[src/core/wwd_pkg.sv]
// Purpose: Shared constants and types for the window watchdog
// Assumes: 100 MHz aclk, timing counted in 1 us ticks
// Notes:   Times are in microseconds as printed; tick counts are derived
package wwd_pkg;

  // Clock and timebase
  localparam int CLK_PERIOD_NS = 10;
  localparam int TICK_NS       = 1000;
  localparam int TICK_CYC_DEF  = (TICK_NS + CLK_PERIOD_NS - 1) / CLK_PERIOD_NS;
  localparam int TW            = 22;

  // Sequence times in microseconds
  localparam int PROBE_US_DEF  = 381;
  localparam int SETTLE_US_DEF = 150;

  // Factory hold times in microseconds
  localparam logic [TW-1:0] HOLD_OPEN_US = 22'd200000;
  localparam logic [TW-1:0] HOLD_PU_US   = 22'd10000;

  // Factory window bounds in microseconds, open pin
  localparam logic [TW-1:0] UP_OPEN_R18 = 22'd55000;
  localparam logic [TW-1:0] UP_OPEN_R34 = 22'd27500;
  localparam logic [TW-1:0] UP_OPEN_R12 = 22'd1600000;
  localparam logic [TW-1:0] LO_OPEN_R18 = 22'd22500;
  localparam logic [TW-1:0] LO_OPEN_R34 = 22'd1850;
  localparam logic [TW-1:0] LO_OPEN_R12 = 22'd800000;

  // Factory window bounds in microseconds, pulled-up pin
  localparam logic [TW-1:0] UP_PU_R18 = 22'd109000;
  localparam logic [TW-1:0] UP_PU_R34 = 22'd195000;
  localparam logic [TW-1:0] UP_PU_R12 = 22'd11000;
  localparam logic [TW-1:0] LO_PU_R18 = 22'd9000;
  localparam logic [TW-1:0] LO_PU_R34 = 22'd9000;
  localparam logic [TW-1:0] LO_PU_R12 = 22'd1850;

  // Select pair {window_select_1, window_select_0}
  localparam logic [1:0] SEL_R18 = 2'h0;
  localparam logic [1:0] SEL_DIS = 2'h1;
  localparam logic [1:0] SEL_R34 = 2'h2;
  localparam logic [1:0] SEL_R12 = 2'h3;

  // Ratio shifts for capacitor timing
  localparam int SH_EIGHTH  = 3;
  localparam int SH_QUARTER = 2;
  localparam int SH_HALF    = 1;

  typedef enum logic [1:0] {
    CFG_OPEN   = 2'h0,
    CFG_PULLUP = 2'h1,
    CFG_CAP    = 2'h2
  } wwd_cfg_e;

  typedef enum logic [3:0] {
    ST_UVLO    = 4'h0,
    ST_PROBE   = 4'h1,
    ST_BOOT    = 4'h2,
    ST_DIS     = 4'h3,
    ST_SETTLE  = 4'h4,
    ST_RECOVER = 4'h5,
    ST_FIRST   = 4'h6,
    ST_WINDOW  = 4'h7,
    ST_FAULT   = 4'h8
  } wwd_state_e;

  // Register bus
  localparam int             AW           = 8;
  localparam int             CNT_W        = 16;
  localparam int             STAT_PAD     = 21;
  localparam logic [AW-1:0]  OFS_STATUS   = 8'h00;
  localparam logic [AW-1:0]  OFS_FAULTS   = 8'h04;
  localparam logic [AW-1:0]  OFS_CTRL     = 8'h08;
  localparam int             CTRL_CLR_BIT = 0;
  localparam logic [1:0]     RESP_OKAY    = 2'h0;
  localparam logic [1:0]     RESP_SLVERR  = 2'h2;

endpackage

[src/core/wwd_top.sv]
// Purpose: Window watchdog core with pin probe and AXI4-Lite status
// Assumes: supply_ok is the undervoltage monitor level, high when supply is good
// Notes:   Analog pins are modelled as levels, pulldown and charge enables
//
// Overview of operation
// - Probe reset delay pin after supply rises
// - Probe window timeout pin after supply rises
// - Factory or capacitor hold time from probe
// - Four select modes including disabled
// - Disabled: output high, kicks ignored
// - Enable or disable acts at once
// - Ratio latched only on power-up, fault entry or enable
// - Kicks ignored during settle after enable
// - Factory hold: re-enable behaves as normal enable
// - Capacitor hold: disable releases, re-enable waits hold
// - Only falling kick edges count
// - First kick has only an upper limit
// - Later kicks must fall inside the window
// - Fault holds low and ignores kicks
// - Ratio encoding for capacitor timing
// - Factory hold 200 ms open, 10 ms pulled up
// - Stay disabled for one hold after power-up
//
// The AXI4-Lite interface to the registers and the register offsets were decided locally.
`timescale 1ns/1ps
module wwd_top #(
  parameter int TICK_CYC   = wwd_pkg::TICK_CYC_DEF,
  parameter int PROBE_US   = wwd_pkg::PROBE_US_DEF,
  parameter int SETTLE_US  = wwd_pkg::SETTLE_US_DEF,
  parameter int TIME_SHIFT = 0
) (
  // Clock and reset
  input  wire logic                   aclk,
  input  wire logic                   aresetn,
  // Supply monitor
  input  wire logic                   supply_ok,
  // Watchdog pins
  input  wire logic                   window_select_0,
  input  wire logic                   window_select_1,
  input  wire logic                   kick_input,
  output logic                        fault_output_n,
  // Configuration pins
  input  wire logic                   reset_delay_cfg_pin,
  input  wire logic                   window_timeout_cfg_pin,
  output logic                        rst_cfg_pulldown,
  output logic                        wd_cfg_pulldown,
  // Capacitor comparators and charge sources
  input  wire logic                   rst_cap_done,
  input  wire logic                   wd_cap_done,
  output logic                        rst_cap_charge,
  output logic                        wd_cap_charge,
  // AXI4-Lite write
  input  wire logic [wwd_pkg::AW-1:0] s_axi_awaddr,
  input  wire logic                   s_axi_awvalid,
  output logic                        s_axi_awready,
  input  wire logic [31:0]            s_axi_wdata,
  input  wire logic [3:0]             s_axi_wstrb,
  input  wire logic                   s_axi_wvalid,
  output logic                        s_axi_wready,
  output logic [1:0]                  s_axi_bresp,
  output logic                        s_axi_bvalid,
  input  wire logic                   s_axi_bready,
  // AXI4-Lite read
  input  wire logic [wwd_pkg::AW-1:0] s_axi_araddr,
  input  wire logic                   s_axi_arvalid,
  output logic                        s_axi_arready,
  output logic [31:0]                 s_axi_rdata,
  output logic [1:0]                  s_axi_rresp,
  output logic                        s_axi_rvalid,
  input  wire logic                   s_axi_rready
);
  import wwd_pkg::*;

  localparam int NS = 8;
  localparam int I_S0 = 0;
  localparam int I_S1 = 1;
  localparam int I_KICK = 2;
  localparam int I_SUP = 3;
  localparam int I_RLV = 4;
  localparam int I_WLV = 5;
  localparam int I_RDN = 6;
  localparam int I_WDN = 7;
  localparam logic [15:0]   TICK_LAST  = 16'(TICK_CYC - 1);
  localparam logic [TW-1:0] PROBE_LAST = TW'(PROBE_US - 1);
  localparam logic [TW-1:0] PROBE_HALF = TW'(PROBE_US / 2);
  localparam logic [TW-1:0] SETTLE_T   = TW'(SETTLE_US);

  logic [NS-1:0]    pins_s;
  logic [15:0]      ps_r;
  logic [TW-1:0]    cnt_r;
  logic [TW-1:0]    cap_ticks_r;
  logic [TW-1:0]    upper_t;
  logic [TW-1:0]    lower_t;
  logic [TW-1:0]    hold_t;
  logic [1:0]       sel;
  logic [1:0]       ratio_r;
  logic [1:0]       pu_r;
  logic [CNT_W-1:0] faults_r;
  wwd_cfg_e         rcfg_r;
  wwd_cfg_e         wcfg_r;
  wwd_state_e       st_r;
  wwd_state_e       st_nxt;
  logic             tick;
  logic             kick_prev_r;
  logic             kick_fall;
  logic             sel_dis;
  logic             sup;
  logic             probe_mid;
  logic             probe_end;
  logic             hold_done;
  logic             timeout;
  logic             early;
  logic             restart;
  logic             fault_in;
  logic             pend_r;
  logic             watching;
  logic             cnt_clr;

  // All pins pass the same filter, one instance for the lot
  wwd_sync #(.W(NS)) u_sync (
    .aclk    (aclk),
    .aresetn (aresetn),
    .d       ({wd_cap_done, rst_cap_done, window_timeout_cfg_pin, reset_delay_cfg_pin,
               supply_ok, kick_input, window_select_1, window_select_0}),
    .q       (pins_s)
  );

  assign sel       = {pins_s[I_S1], pins_s[I_S0]};
  assign sel_dis   = sel == SEL_DIS;
  assign sup       = pins_s[I_SUP];
  assign kick_fall = kick_prev_r && !pins_s[I_KICK];
  assign tick      = ps_r == TICK_LAST;
  assign probe_mid = st_r == ST_PROBE && tick && cnt_r == PROBE_HALF;
  assign probe_end = st_r == ST_PROBE && tick && cnt_r == PROBE_LAST;
  assign watching  = st_r == ST_FIRST || st_r == ST_WINDOW;

  function automatic logic [TW-1:0] frac_f(input logic [TW-1:0] x, input logic [1:0] r);
    case (r)
      SEL_R18: frac_f = x >> SH_EIGHTH;
      SEL_R12: frac_f = x >> SH_HALF;
      SEL_R34: frac_f = x - (x >> SH_QUARTER);
      default: frac_f = '0;
    endcase
  endfunction

  function automatic logic [TW-1:0] fac_f(input logic up, input logic pu, input logic [1:0] r);
    case ({up, pu, r})
      {1'b1, 1'b0, SEL_R18}: fac_f = UP_OPEN_R18;
      {1'b1, 1'b0, SEL_R34}: fac_f = UP_OPEN_R34;
      {1'b1, 1'b0, SEL_R12}: fac_f = UP_OPEN_R12;
      {1'b1, 1'b1, SEL_R18}: fac_f = UP_PU_R18;
      {1'b1, 1'b1, SEL_R34}: fac_f = UP_PU_R34;
      {1'b1, 1'b1, SEL_R12}: fac_f = UP_PU_R12;
      {1'b0, 1'b0, SEL_R18}: fac_f = LO_OPEN_R18;
      {1'b0, 1'b0, SEL_R34}: fac_f = LO_OPEN_R34;
      {1'b0, 1'b0, SEL_R12}: fac_f = LO_OPEN_R12;
      {1'b0, 1'b1, SEL_R18}: fac_f = LO_PU_R18;
      {1'b0, 1'b1, SEL_R34}: fac_f = LO_PU_R34;
      {1'b0, 1'b1, SEL_R12}: fac_f = LO_PU_R12;
      default:               fac_f = '0;
    endcase
  endfunction

  // Tick counts from microsecond parameters, scaled down for simulation
  assign upper_t = fac_f(1'b1, wcfg_r == CFG_PULLUP, ratio_r) >> TIME_SHIFT;
  assign lower_t = (wcfg_r == CFG_CAP) ? frac_f(cap_ticks_r, ratio_r)
                 : fac_f(1'b0, wcfg_r == CFG_PULLUP, ratio_r) >> TIME_SHIFT;
  assign hold_t  = ((rcfg_r == CFG_PULLUP) ? HOLD_PU_US : HOLD_OPEN_US) >> TIME_SHIFT;

  // Capacitor comparators replace the counters when fitted
  assign hold_done = (rcfg_r == CFG_CAP) ? pins_s[I_RDN] : cnt_r >= hold_t;
  assign timeout   = (wcfg_r == CFG_CAP) ? pins_s[I_WDN] : cnt_r >= upper_t;
  assign early     = cnt_r < lower_t;

  always_comb
  begin
    st_nxt  = st_r;
    restart = 1'b0;
    if (!sup)
      st_nxt = ST_UVLO;
    else
    begin
      case (st_r)
        ST_UVLO:    st_nxt = ST_PROBE;
        ST_PROBE:   if (probe_end) st_nxt = ST_BOOT;
        ST_BOOT:    if (hold_done) st_nxt = sel_dis ? ST_DIS : ST_FIRST;
        ST_DIS:     if (!sel_dis) st_nxt = pend_r ? ST_RECOVER : ST_SETTLE;
        ST_SETTLE:
        begin
          if (sel_dis)
            st_nxt = ST_DIS;
          else if (cnt_r >= SETTLE_T)
            st_nxt = ST_FIRST;
        end
        ST_RECOVER:
        begin
          if (sel_dis)
            st_nxt = ST_DIS;
          else if (hold_done)
            st_nxt = ST_FIRST;
        end
        ST_FIRST:
        begin
          if (sel_dis)
            st_nxt = ST_DIS;
          else if (timeout)
            st_nxt = ST_FAULT;
          else if (kick_fall)
            st_nxt = ST_WINDOW;
        end
        ST_WINDOW:
        begin
          if (sel_dis)
            st_nxt = ST_DIS;
          else if (timeout || (kick_fall && early))
            st_nxt = ST_FAULT;
          else if (kick_fall)
            restart = 1'b1;
        end
        ST_FAULT:
        begin
          if (sel_dis)
            st_nxt = ST_DIS;
          else if (hold_done)
            st_nxt = ST_FIRST;
        end
        default:    st_nxt = ST_UVLO;
      endcase
    end
  end

  assign fault_in = st_nxt == ST_FAULT && st_r != ST_FAULT;
  assign cnt_clr  = st_nxt != st_r || restart;

  always_ff @(posedge aclk)
  begin
    if (!aresetn)
    begin
      st_r        <= ST_UVLO;
      ps_r        <= '0;
      cnt_r       <= '0;
      kick_prev_r <= 1'b0;
    end
    else
    begin
      st_r        <= st_nxt;
      ps_r        <= (tick || cnt_clr) ? '0 : ps_r + 16'h0001;
      cnt_r       <= cnt_clr ? '0 : cnt_r + TW'(tick);
      kick_prev_r <= pins_s[I_KICK];
    end
  end

  // Probe: pulldown first half, charge source second half
  always_ff @(posedge aclk)
  begin
    if (!aresetn)
    begin
      pu_r   <= '0;
      rcfg_r <= CFG_OPEN;
      wcfg_r <= CFG_OPEN;
    end
    else
    begin
      if (probe_mid)
        pu_r <= {pins_s[I_WLV], pins_s[I_RLV]};
      if (probe_end)
      begin
        rcfg_r <= pu_r[0] ? CFG_PULLUP : (pins_s[I_RLV] ? CFG_OPEN : CFG_CAP);
        wcfg_r <= pu_r[1] ? CFG_PULLUP : (pins_s[I_WLV] ? CFG_OPEN : CFG_CAP);
      end
    end
  end

  // Ratio only moves on power-up, fault entry or enable
  always_ff @(posedge aclk)
  begin
    if (!aresetn)
    begin
      ratio_r     <= SEL_R18;
      pend_r      <= 1'b0;
      cap_ticks_r <= '0;
    end
    else
    begin
      if (probe_end || fault_in || (st_r == ST_DIS && !sel_dis))
        ratio_r <= sel;
      if (!sup || (st_r == ST_RECOVER && st_nxt == ST_FIRST))
        pend_r <= 1'b0;
      else if (st_r == ST_FAULT && sel_dis && rcfg_r == CFG_CAP)
        pend_r <= 1'b1;
      if (wcfg_r == CFG_CAP && watching && pins_s[I_WDN])
        cap_ticks_r <= cnt_r;
    end
  end

  always_ff @(posedge aclk)
  begin
    if (!aresetn)
    begin
      fault_output_n   <= 1'b1;
      rst_cfg_pulldown <= 1'b0;
      wd_cfg_pulldown  <= 1'b0;
      rst_cap_charge   <= 1'b0;
      wd_cap_charge    <= 1'b0;
    end
    else
    begin
      fault_output_n   <= st_nxt != ST_FAULT;
      rst_cfg_pulldown <= st_nxt == ST_PROBE && cnt_r < PROBE_HALF;
      wd_cfg_pulldown  <= st_nxt == ST_PROBE && cnt_r < PROBE_HALF;
      rst_cap_charge   <= (st_nxt == ST_PROBE && cnt_r >= PROBE_HALF) || (rcfg_r == CFG_CAP
                          && (st_nxt == ST_BOOT || st_nxt == ST_FAULT || st_nxt == ST_RECOVER));
      // Short discharge on each accepted kick restarts the capacitor window
      wd_cap_charge    <= (st_nxt == ST_PROBE && cnt_r >= PROBE_HALF) || (wcfg_r == CFG_CAP
                          && (st_nxt == ST_FIRST || st_nxt == ST_WINDOW) && !restart && !cnt_clr);
    end
  end

  // AXI4-Lite slave: one write and one read in flight
  logic             aw_full_r;
  logic             w_full_r;
  logic [AW-1:0]    awaddr_r;
  logic [31:0]      wdata_r;
  logic [3:0]       wstrb_r;
  logic             do_wr;
  logic             aw_full_nxt;
  logic             w_full_nxt;
  logic             bvalid_nxt;
  logic             rvalid_nxt;
  logic             ar_hs;
  logic             clr_req;
  logic [31:0]      rd_word;
  logic [1:0]       rd_resp;

  assign do_wr       = aw_full_r && w_full_r && !s_axi_bvalid;
  assign aw_full_nxt = (s_axi_awvalid && s_axi_awready) || (aw_full_r && !do_wr);
  assign w_full_nxt  = (s_axi_wvalid && s_axi_wready) || (w_full_r && !do_wr);
  assign bvalid_nxt  = do_wr || (s_axi_bvalid && !s_axi_bready);
  assign ar_hs       = s_axi_arvalid && s_axi_arready;
  assign rvalid_nxt  = ar_hs || (s_axi_rvalid && !s_axi_rready);
  assign clr_req     = do_wr && awaddr_r == OFS_CTRL && wstrb_r[0] && wdata_r[CTRL_CLR_BIT];

  always_comb
  begin
    rd_word = '0;
    rd_resp = RESP_OKAY;
    if (s_axi_araddr == OFS_STATUS)
      rd_word = {{STAT_PAD{1'b0}}, fault_output_n, ratio_r, wcfg_r, rcfg_r, st_r};
    else if (s_axi_araddr == OFS_FAULTS)
      rd_word = {{(32 - CNT_W){1'b0}}, faults_r};
    else if (s_axi_araddr != OFS_CTRL)
      rd_resp = RESP_SLVERR;
  end

  always_ff @(posedge aclk)
  begin
    if (!aresetn)
    begin
      aw_full_r     <= 1'b0;
      w_full_r      <= 1'b0;
      awaddr_r      <= '0;
      wdata_r       <= '0;
      wstrb_r       <= '0;
      s_axi_awready <= 1'b0;
      s_axi_wready  <= 1'b0;
      s_axi_bvalid  <= 1'b0;
      s_axi_bresp   <= RESP_OKAY;
      s_axi_arready <= 1'b0;
      s_axi_rvalid  <= 1'b0;
      s_axi_rdata   <= '0;
      s_axi_rresp   <= RESP_OKAY;
    end
    else
    begin
      aw_full_r     <= aw_full_nxt;
      w_full_r      <= w_full_nxt;
      s_axi_awready <= !aw_full_nxt && !bvalid_nxt;
      s_axi_wready  <= !w_full_nxt && !bvalid_nxt;
      s_axi_bvalid  <= bvalid_nxt;
      s_axi_arready <= !rvalid_nxt;
      s_axi_rvalid  <= rvalid_nxt;
      if (s_axi_awvalid && s_axi_awready)
        awaddr_r <= s_axi_awaddr;
      if (s_axi_wvalid && s_axi_wready)
      begin
        wdata_r <= s_axi_wdata;
        wstrb_r <= s_axi_wstrb;
      end
      if (do_wr)
        s_axi_bresp <= (awaddr_r == OFS_STATUS || awaddr_r == OFS_FAULTS || awaddr_r == OFS_CTRL)
                       ? RESP_OKAY : RESP_SLVERR;
      if (ar_hs)
      begin
        s_axi_rdata <= rd_word;
        s_axi_rresp <= rd_resp;
      end
    end
  end

  // A fault in the clearing cycle still counts
  always_ff @(posedge aclk)
  begin
    if (!aresetn)
      faults_r <= '0;
    else if (fault_in)
      faults_r <= clr_req ? CNT_W'(1) : faults_r + CNT_W'(1);
    else if (clr_req)
      faults_r <= '0;
  end
endmodule

[src/core/wwd_sync.sv]
// Purpose: Three-flop input synchroniser with agreement filter
// Assumes: Inputs are asynchronous to aclk
// Notes:   Output moves only when second and third stage agree
`timescale 1ns/1ps
module wwd_sync #(
  parameter int W = 1
) (
  // Clock and reset
  input  wire logic         aclk,
  input  wire logic         aresetn,
  // Raw and filtered levels
  input  wire logic [W-1:0] d,
  output logic      [W-1:0] q
);

  logic [W-1:0] s1_r;
  logic [W-1:0] s2_r;
  logic [W-1:0] s3_r;
  logic [W-1:0] q_nxt;

  // First stage feeds only the second stage
  assign q_nxt = (~(s2_r ^ s3_r) & s2_r) | ((s2_r ^ s3_r) & q);

  always_ff @(posedge aclk)
  begin
    if (!aresetn)
    begin
      s1_r <= '0;
      s2_r <= '0;
      s3_r <= '0;
      q    <= '0;
    end
    else
    begin
      s1_r <= d;
      s2_r <= s1_r;
      s3_r <= s2_r;
      q    <= q_nxt;
    end
  end

endmodule

[config.mk]
export PLATFORM = sky130hd
export DESIGN_NAME = wwd_top
export DESIGN_NICKNAME = d
export VERILOG_FILES = /design/src/core/wwd_pkg.sv /design/src/core/wwd_top.sv /design/src/core/wwd_sync.sv
export SDC_FILE = /design/constraint.sdc
export NUM_CORES = 1
export LEC_CHECK = 0
export BUFFER_PORTS_ARGS = -buffer_cell sky130_fd_sc_hd__buf_2
export CORE_ASPECT_RATIO = 1.5
export CORE_MARGIN = 4
export CORE_UTILIZATION = 50
export DETAILED_ROUTE_END_ITERATION = 7
export GPL_TIMING_DRIVEN = 0
export PLACE_DENSITY = 0.7
export SLEW_MARGIN = 15
export SYNTH_ARGS = -nofsm -noshare
export SYNTH_HDL_FRONTEND = slang
export SYNTH_SLANG_ARGS = --single-unit
[constraint.sdc]
create_clock -name aclk -period 7.2 [get_ports aclk]
set_input_delay 0.72 -clock aclk [delete_from_list [all_inputs] [get_ports aclk]]
set_output_delay 0.72 -clock aclk [all_outputs]
set_load 0.1 [all_outputs]
==> results.yml, run 1 <==
cells_and_area:
  multi_input_area_um2: 5760
  layout_commonest_cell: "nor2_1"
  antenna_cells: 0
  final-instance-count-excl-fill: 1566
  regArea_um2: 3220
  final_layout_size_suffix_gt1_frac: 0.0913
  nNetsFinal: 1439
  layout_common_cells: "166 x nor2_1, 161 x dfxtp_1, 136 x nand2_1"
  area_delta_synth_final_pct: 13.5
  fill_cells: 1784
timing:
  fin_crit_ns: 6.53
  fmax_mhz: 153
  relSlewSlack: 0.376
  post-route-period-util: 0.907
  fin_skew_ns: 0.0116
  tightest_slew_ns: 0.927
  finalSetupViolCount: 0
  tns_ns: 0
  drv_slew: 0
  finalHoldViolations: 0
  layout_setup_ws_ns: 0.670
  rsz0062_at_grt: "no"
worst_setup_path:
  regToRegSetupSlack_ns: 0.67
  slowest_delay_ns: 0.46
  worstPathArrival_ns: 6.84
  r2r-start: "cap_ticks_r[3]"
  worstPathRequired_ns: 7.51
  cpMostUsedCell: "o21ai_0"
  worstPathMaxFanout: 10
  r2r-end: "ps_r[7]"
  worst_r2r_path_depth: 25
  critPathKind: "flip-flop to flip-flop"
  startpoint: "cap_ticks_r[3]"
  startpoint_type: "flip-flop"
  crit_slowest_cell: "dfxtp_1"
  end_kind: "flip-flop"
  crit_end: "ps_r[7]"
placement:
  portBuffers: 59
  dpl.hpwl_mm: 20.1
  pre_cts_slack_ns: 0.475
  dp.cells: 1534
  place.gp.congestion: 0.959
clock_network:
  cts_setup_buffers: 0
  cts_buffer_depth: 2
  clk_pin_slew_ns: 0.07
  cts_tree: "yes"
  cts-root-buf: "clkbuf_16"
  clock_latency_ns: 0.43
  cts_buffers: 17
  h-tree-depth: 4
  cts_sinks: 161
logic_synthesis:
  ys_ff_latch: 161
  synth_top_family_by_area: "simple AND/OR/NAND/NOR gates"
  muxShareOfSynthArea: 0.0243
  synth_warnings: 0
  postSynthAreaPerCell_um2: 7.85
  synth_cell_types: 70
  yosys.area_share.adder: 0.0947
  async_flop_share: 0
  synth_edf_count: 0
  synth.yosys.seq_area_share: 0.341
  yosys.area_share.simple: 0.243
  synth_area_um2: 9460
  synth-main-ff-cell: "dfxtp_1"
  synth_compound_area_frac: 0.180
  synth-xor-area-share: 0.0592
  netlist_instances: 1206
power:
  switching_share: 0.257
  power.internal_mw: 1.46
  leakage_nw: 4.42
  switchingPower_mw: 0.503
  power.density_nw_per_um2: 182
  p_clk_frac: 0.472
  p_seq_frac: 0.465
  comb_power_share: 0.063
  peakVddDrop_mv: 0.159
drt:
  wl_per_cell_um: 16.8
  dr.pass1.iters: 6
  routed_via_density: 5.64
  vias: 8833
  wl_mm: 26.4
  drtIter0Drc: 600
  route.detailed.drc: 0
  drtAntennaViolNets: 0
run_status:
  status: "finished, final reports clean"
grt:
  grt_pass1_wl_mm: 42.6
  gr-usage-all-layers: 0.250
  grt_max_degree: 17
  antenna_found_initial: 0
  first_global_vias: 8430
  grt-ovfl-total: 0
floorplan:
  coreArea_um2: 18500
  die_w_um: 120
  die_height_um: 176
  initial_utilization: 0.510
  num_rows: 61
  io_pins: 113
  die_area_um2: 21200
flow_run:
  max_cap_viol_count: 0
worst_hold_path:
  hold_path.class: "flip-flop to flip-flop"
==> power by group through the flow <==
| stage | combinational [mW] | clock, mW | sequential [mW] |
|---|---|---|---|
| after floorplan | 0.0810 | 0 | 0.947 |
| after global placement | 0.122 | 0 | 0.931 |
| after detailed placement | 0.123 | 0 | 0.931 |
| after CTS | 0.123 | 0.939 | 0.911 |
| after global routing | 0.131 | 0.979 | 0.912 |
| final | 0.123 | 0.926 | 0.911 |
==> cell families (layout without fill, tap and decap cells) <==
kind of cell / Yosys count / count (layout)
AOI/OAI and AO/OA: 268 / 268
DFF: 161 / 161
and+or+nand+nor: 494 / 494
xor gates and xnor gates: 64 / 64
muxes: 23 / 23
other: 1 / 18
buffers and inverters: 124 / 215
adders and majority gates: 71 / 71
==> metal layers <==
metal	track usage	wire length [um]
met5	0	0
met2	0.446	13400
met1	0.279	10100
met3	0.0340	1170
met4	0.159	1660
==> stage by stage <==
| stage | hold WS (ns) | area (um2) | power, mW | utilization |
|---|---|---|---|---|
| detailed placement | 0.421 | 10100 | 1.05 | 0.547 |
| global route | 0.450 | 10700 | 2.02 | 0.579 |
| CTS | 0.437 | 10700 | 1.97 | 0.579 |
| floorplan | 0.412 | 9530 | 1.03 | - |
| global placement | 0.415 | 10100 | 1.05 | 0.547 |
| finish | 0.434 | 10700 | 1.96 | 0.579 |
==> area by class of cell <==
class / instances / share of cell area
Multi-Input combinational cell: 938 / 0.536
Sequential cell: 161 / 0.300
Clock buffer: 18 / 0.0400
Buffer: 73 / 0.0331
Tap cell: 252 / 0.0294
Timing Repair Buffer: 59 / 0.0275
Inverter: 51 / 0.0178
Clock inverter: 14 / 0.0158
==> synthesized netlist by cell type, drive strengths merged, types with 9 or more instances <==
library cell / number / area [um2]
nand3: 38 / 190
ha: 70 / 876
dfxtp: 161 / 3220
a211oi: 9 / 72.6
and3: 18 / 118
inv: 50 / 188
nand2b: 18 / 113
nand2: 136 / 510
xor2: 36 / 315
a21o: 14 / 105
and2: 38 / 238
xnor2: 28 / 245
o21a: 9 / 67.6
clkbuf: 49 / 184
nor4: 9 / 56.3
mux2i: 23 / 230
a31oi: 12 / 75.1
nor3: 19 / 95.1
o21ai: 47 / 235
nor2: 166 / 623
buf: 24 / 171
a21oi: 103 / 515
nand4: 23 / 144
==> state kept, by name, indices dropped and copies added (netlist names), 2 cells and up, named ones only <==
| name | flops |
|---|---|
| cap_ticks_r | 22 |
| cnt_r | 22 |
| faults_r | 16 |
| ps_r | 16 |
| s_axi_rdata | 16 |
| awaddr_r | 8 |
| u_sync.s1_r | 8 |
| u_sync.s2_r | 8 |
| u_sync.s3_r | 8 |
| st_r | 4 |
| pu_r | 2 |
| ratio_r | 2 |
| rcfg_r | 2 |
| wcfg_r | 2 |
==> worst min-delay path by stage <==
stage | startpoint | endpoint | slack (ns) | cells past startpoint
after detailed placement | u_sync.s1_r[2] | u_sync.s2_r[2] | 0.42 | 1
after CTS | u_sync.s1_r[2] | u_sync.s2_r[2] | 0.44 | 1
after floorplan | u_sync.s1_r[0] | u_sync.s2_r[0] | 0.41 | 1
after global placement | u_sync.s1_r[7] | u_sync.s2_r[7] | 0.41 | 1
after global routing | u_sync.s1_r[1] | u_sync.s2_r[1] | 0.45 | 1
final | u_sync.s1_r[2] | u_sync.s2_r[2] | 0.43 | 1
==> repair_timing <==
action,in CTS,in global routing
hold buffers,0,0
setup endpoints to repair,0,5
gates resized for setup,0,1
==> worst max-delay path: cells and delay by family (launching register included) <==
kind / cells / cell delay (ns)
flip-flops: 1 / 0.46
buffers and inverters: 3 / 0.62
adder cells (fa/ha/maj): 2 / 0.58
multiplexers: 1 / 0.17
AO/OA/AOI/OAI: 12 / 3.10
AND/OR/NAND/NOR: 7 / 1.48
No activity file was read; power rests on OpenSTA's default activity.
==> run 2: changes to the inputs <==
--- a/config.mk
+++ b/config.mk
@@ -5,7 +5,8 @@
 export SDC_FILE = /design/constraint.sdc
 export NUM_CORES = 1
 export LEC_CHECK = 0
-export BUFFER_PORTS_ARGS = -buffer_cell sky130_fd_sc_hd__buf_2
+export ABC_AREA = 1
+export BUFFER_PORTS_ARGS = -buffer_cell sky130_fd_sc_hd__buf_4
 export CORE_ASPECT_RATIO = 1.5
 export CORE_MARGIN = 4
 export CORE_UTILIZATION = 50
@@ -16,3 +17,4 @@
 export SYNTH_ARGS = -nofsm -noshare
 export SYNTH_HDL_FRONTEND = slang
 export SYNTH_SLANG_ARGS = --single-unit
+export TNS_END_PERCENT = 50
==> run 2 against run 1 <==
Synthesized cell count up 18%; sequential share of layout area shrank 1.1 points; maximum frequency rose by 24%; critical path depth increased by 5; critical endpoint is now ps_r[9]; largest power group is now sequential cells; highest routed layer unchanged.
==> results.yml, run 2 <==
clock_network:
  cts_tree: "yes"
  cts_buffers: 17
  cts.repair.resized: 0
  clk_pin_slew_ns: 0.07
  cts-hold-fix-buffers: 0
  h-tree-depth: 4
  cts_sinks: 161
  cts_setup_buffers: 0
  cts_buffer_depth: 2
  clock_latency_ns: 0.43
  cts-root-buf: "clkbuf_16"
power:
  switchingPower_mw: 0.564
  leakage_nw: 5.25
  power.density_nw_per_um2: 177
  p_clk_frac: 0.441
  switching_share: 0.285
  power.internal_mw: 1.41
  peakVddDrop_mv: 0.196
  comb_power_share: 0.094
  p_seq_frac: 0.465
placement:
  dp.cells: 1751
  place.gp.congestion: 0.970
  dpl.hpwl_mm: 21.1
  placedInstanceArea_um2: 10600
  portBuffers: 59
timing:
  finalHoldViolations: 0
  fmax_mhz: 190
  post-route-period-util: 0.730
  tns_ns: 0
  fin_crit_ns: 5.26
  relSlewSlack: 0.406
  tightest_slew_ns: 0.883
  rsz0062_at_grt: "no"
  fin_skew_ns: 0.0102
  drv_slew: 0
  finalSetupViolCount: 0
run_status:
  status: "finished, final reports clean"
cells_and_area:
  finalInstanceArea_um2: 11100
  area_delta_synth_final_pct: 14.3
  layout_common_cells: "264 x nand2_1, 223 x inv_1, 162 x nor2_1"
  regArea_um2: 3220
  fill_cells: 1893
  largest_registers: "cap_ticks_r x22, cnt_r x22"
  multi_input_area_um2: 5410
  final_layout_size_suffix_gt1_frac: 0.103
  nNetsFinal: 1652
  layout_commonest_cell: "nand2_1"
  antenna_cells: 0
  final-instance-count-excl-fill: 1783
logic_synthesis:
  synth_edf_count: 0
  netlist_instances: 1419
  netlist_top_cells_area: "dfxtp_1 33%, nand2_1 10%, ha_1 9.0%"
  synth_top_cell_area_share: 0.331
  ys_ff_latch: 161
  synth_warnings: 0
  synth.yosys.seq_area_share: 0.331
  yosysMostFrequentCell: "nand2_1"
  yosysTopAreaCell: "dfxtp_1"
  synth_cell_types: 49
  async_flop_share: 0
  synth_area_um2: 9750
  synth_commonest_cells: "264 x nand2_1, 223 x inv_1, 162 x nor2_1, 161 x dfxtp_1, 122 x a21oi_1"
  postSynthAreaPerCell_um2: 6.87
  synth-main-ff-cell: "dfxtp_1"
grt:
  grt_max_degree: 18
  first_global_vias: 9082
  grt_pass1_wl_mm: 43.6
  gr-usage-all-layers: 0.253
  antenna_found_initial: 0
  grt-ovfl-total: 0
drt:
  drtAntennaViolNets: 0
  wl_mm: 26.8
  vias: 9425
  routed_via_density: 5.29
  route.detailed.drc: 0
  dr.pass1.iters: 5
  drtIter0Drc: 507
  wl_per_cell_um: 15.0
worst_setup_path:
  worstPathArrival_ns: 5.61
  worstPathRequired_ns: 7.56
  startpoint_type: "flip-flop"
  worstPathMaxFanout: 10
  end_kind: "flip-flop"
  crit_slowest_cell: "dfxtp_1"
  slowest_delay_ns: 0.42
  critPathKind: "flip-flop to flip-flop"
  cpMostUsedCell: "nand2_1"
floorplan:
  num_rows: 62
  die_area_um2: 21800
  coreArea_um2: 19200
  initial_utilization: 0.509
  die_w_um: 122
  io_pins: 113
  die_height_um: 179
flow_run:
  max_cap_viol_count: 0
worst_hold_path:
  hold_path.class: "flip-flop to flip-flop"
[run 2: cell count changes after synthesis, sizes merged, moves of 22 or more]
cell and change:
inv +176, mux2i -23, a21oi +22, nor3 +33
and2 -37, o21ai +47, clkbuf -27, xnor2 -25
nand2 +133
[run 2: critical path, delay by kind of cell, from the launching register on]
| kind | cells | cell delay (ns) |
|---|---|---|
| buffers and inverters | 3 | 0.46 |
| AO/OA/AOI/OAI | 5 | 1.03 |
| adder cells (fa/ha/maj) | 2 | 0.70 |
| flip-flops | 1 | 0.42 |
| AND/OR/NAND/NOR | 20 | 2.54 |
[run 2: layout make-up]
type | count | area share
plain buffers | 54 | 0.0289
clock buffers | 17 | 0.0382
clock inverters | 15 | 0.0126
inverters | 229 | 0.0772
multi-input cells | 992 | 0.485
flip-flops and latches | 161 | 0.289
well taps | 256 | 0.0288
repair buffers | 59 | 0.0398
[run 2: path summary, 6_finish.rpt]
kind | from | end | slack, ns | cells past startpoint
max | cap_ticks_r[10] | ps_r[9] | 1.94 | 30
min | u_sync.s1_r[5] | u_sync.s2_r[5] | 0.42 | 2
max reg2reg | cap_ticks_r[10] | ps_r[9] | 1.94 | 30
min reg2reg | u_sync.s1_r[5] | u_sync.s2_r[5] | 0.42 | 2
[run 2: power groups by stage]
stage	registers (mW)	clock network [mW]	logic, mW
2_1_floorplan	0.987	0	0.0954
3_3_place_gp	0.939	0	0.185
3_5_place_dp	0.939	0	0.186
4_1_cts	0.919	0.889	0.187
5_1_grt	0.921	0.924	0.199
6_report	0.919	0.872	0.186
[run 2: cell families (layout without fill, tap and decap cells)]
group	count (synthesis)	in the layout	share of synthesized area
simple gates	593	593	0.266
compound gates	285	285	0.168
buf+inv	283	374	0.121
flops	161	161	0.331
fa+ha+maj	71	71	0.0919
xor+xnor	25	25	0.0225
other cells	1	18	0.000385
[run 2: stage by stage]
stage / utilization / worst slack (ns) / power (mW) / hold slack [ns]
after floorplan: - / 3.14 / 1.08 / 0.390
after global placement: 0.552 / 2.01 / 1.12 / 0.393
after detailed placement: 0.552 / 2.00 / 1.13 / 0.400
after CTS: 0.581 / 1.96 / 1.99 / 0.423
after global routing: 0.581 / 1.55 / 2.04 / 0.433
final: 0.581 / 1.94 / 1.98 / 0.419
[run 2: per-layer routing]
metal  part of all wire  track usage  up-vias
li1                   -            -     4830
met1               0.40        0.265     4257
met2               0.51        0.476      251
met3              0.041       0.0338       87
met4              0.056        0.145        0
met5                  0            0        -
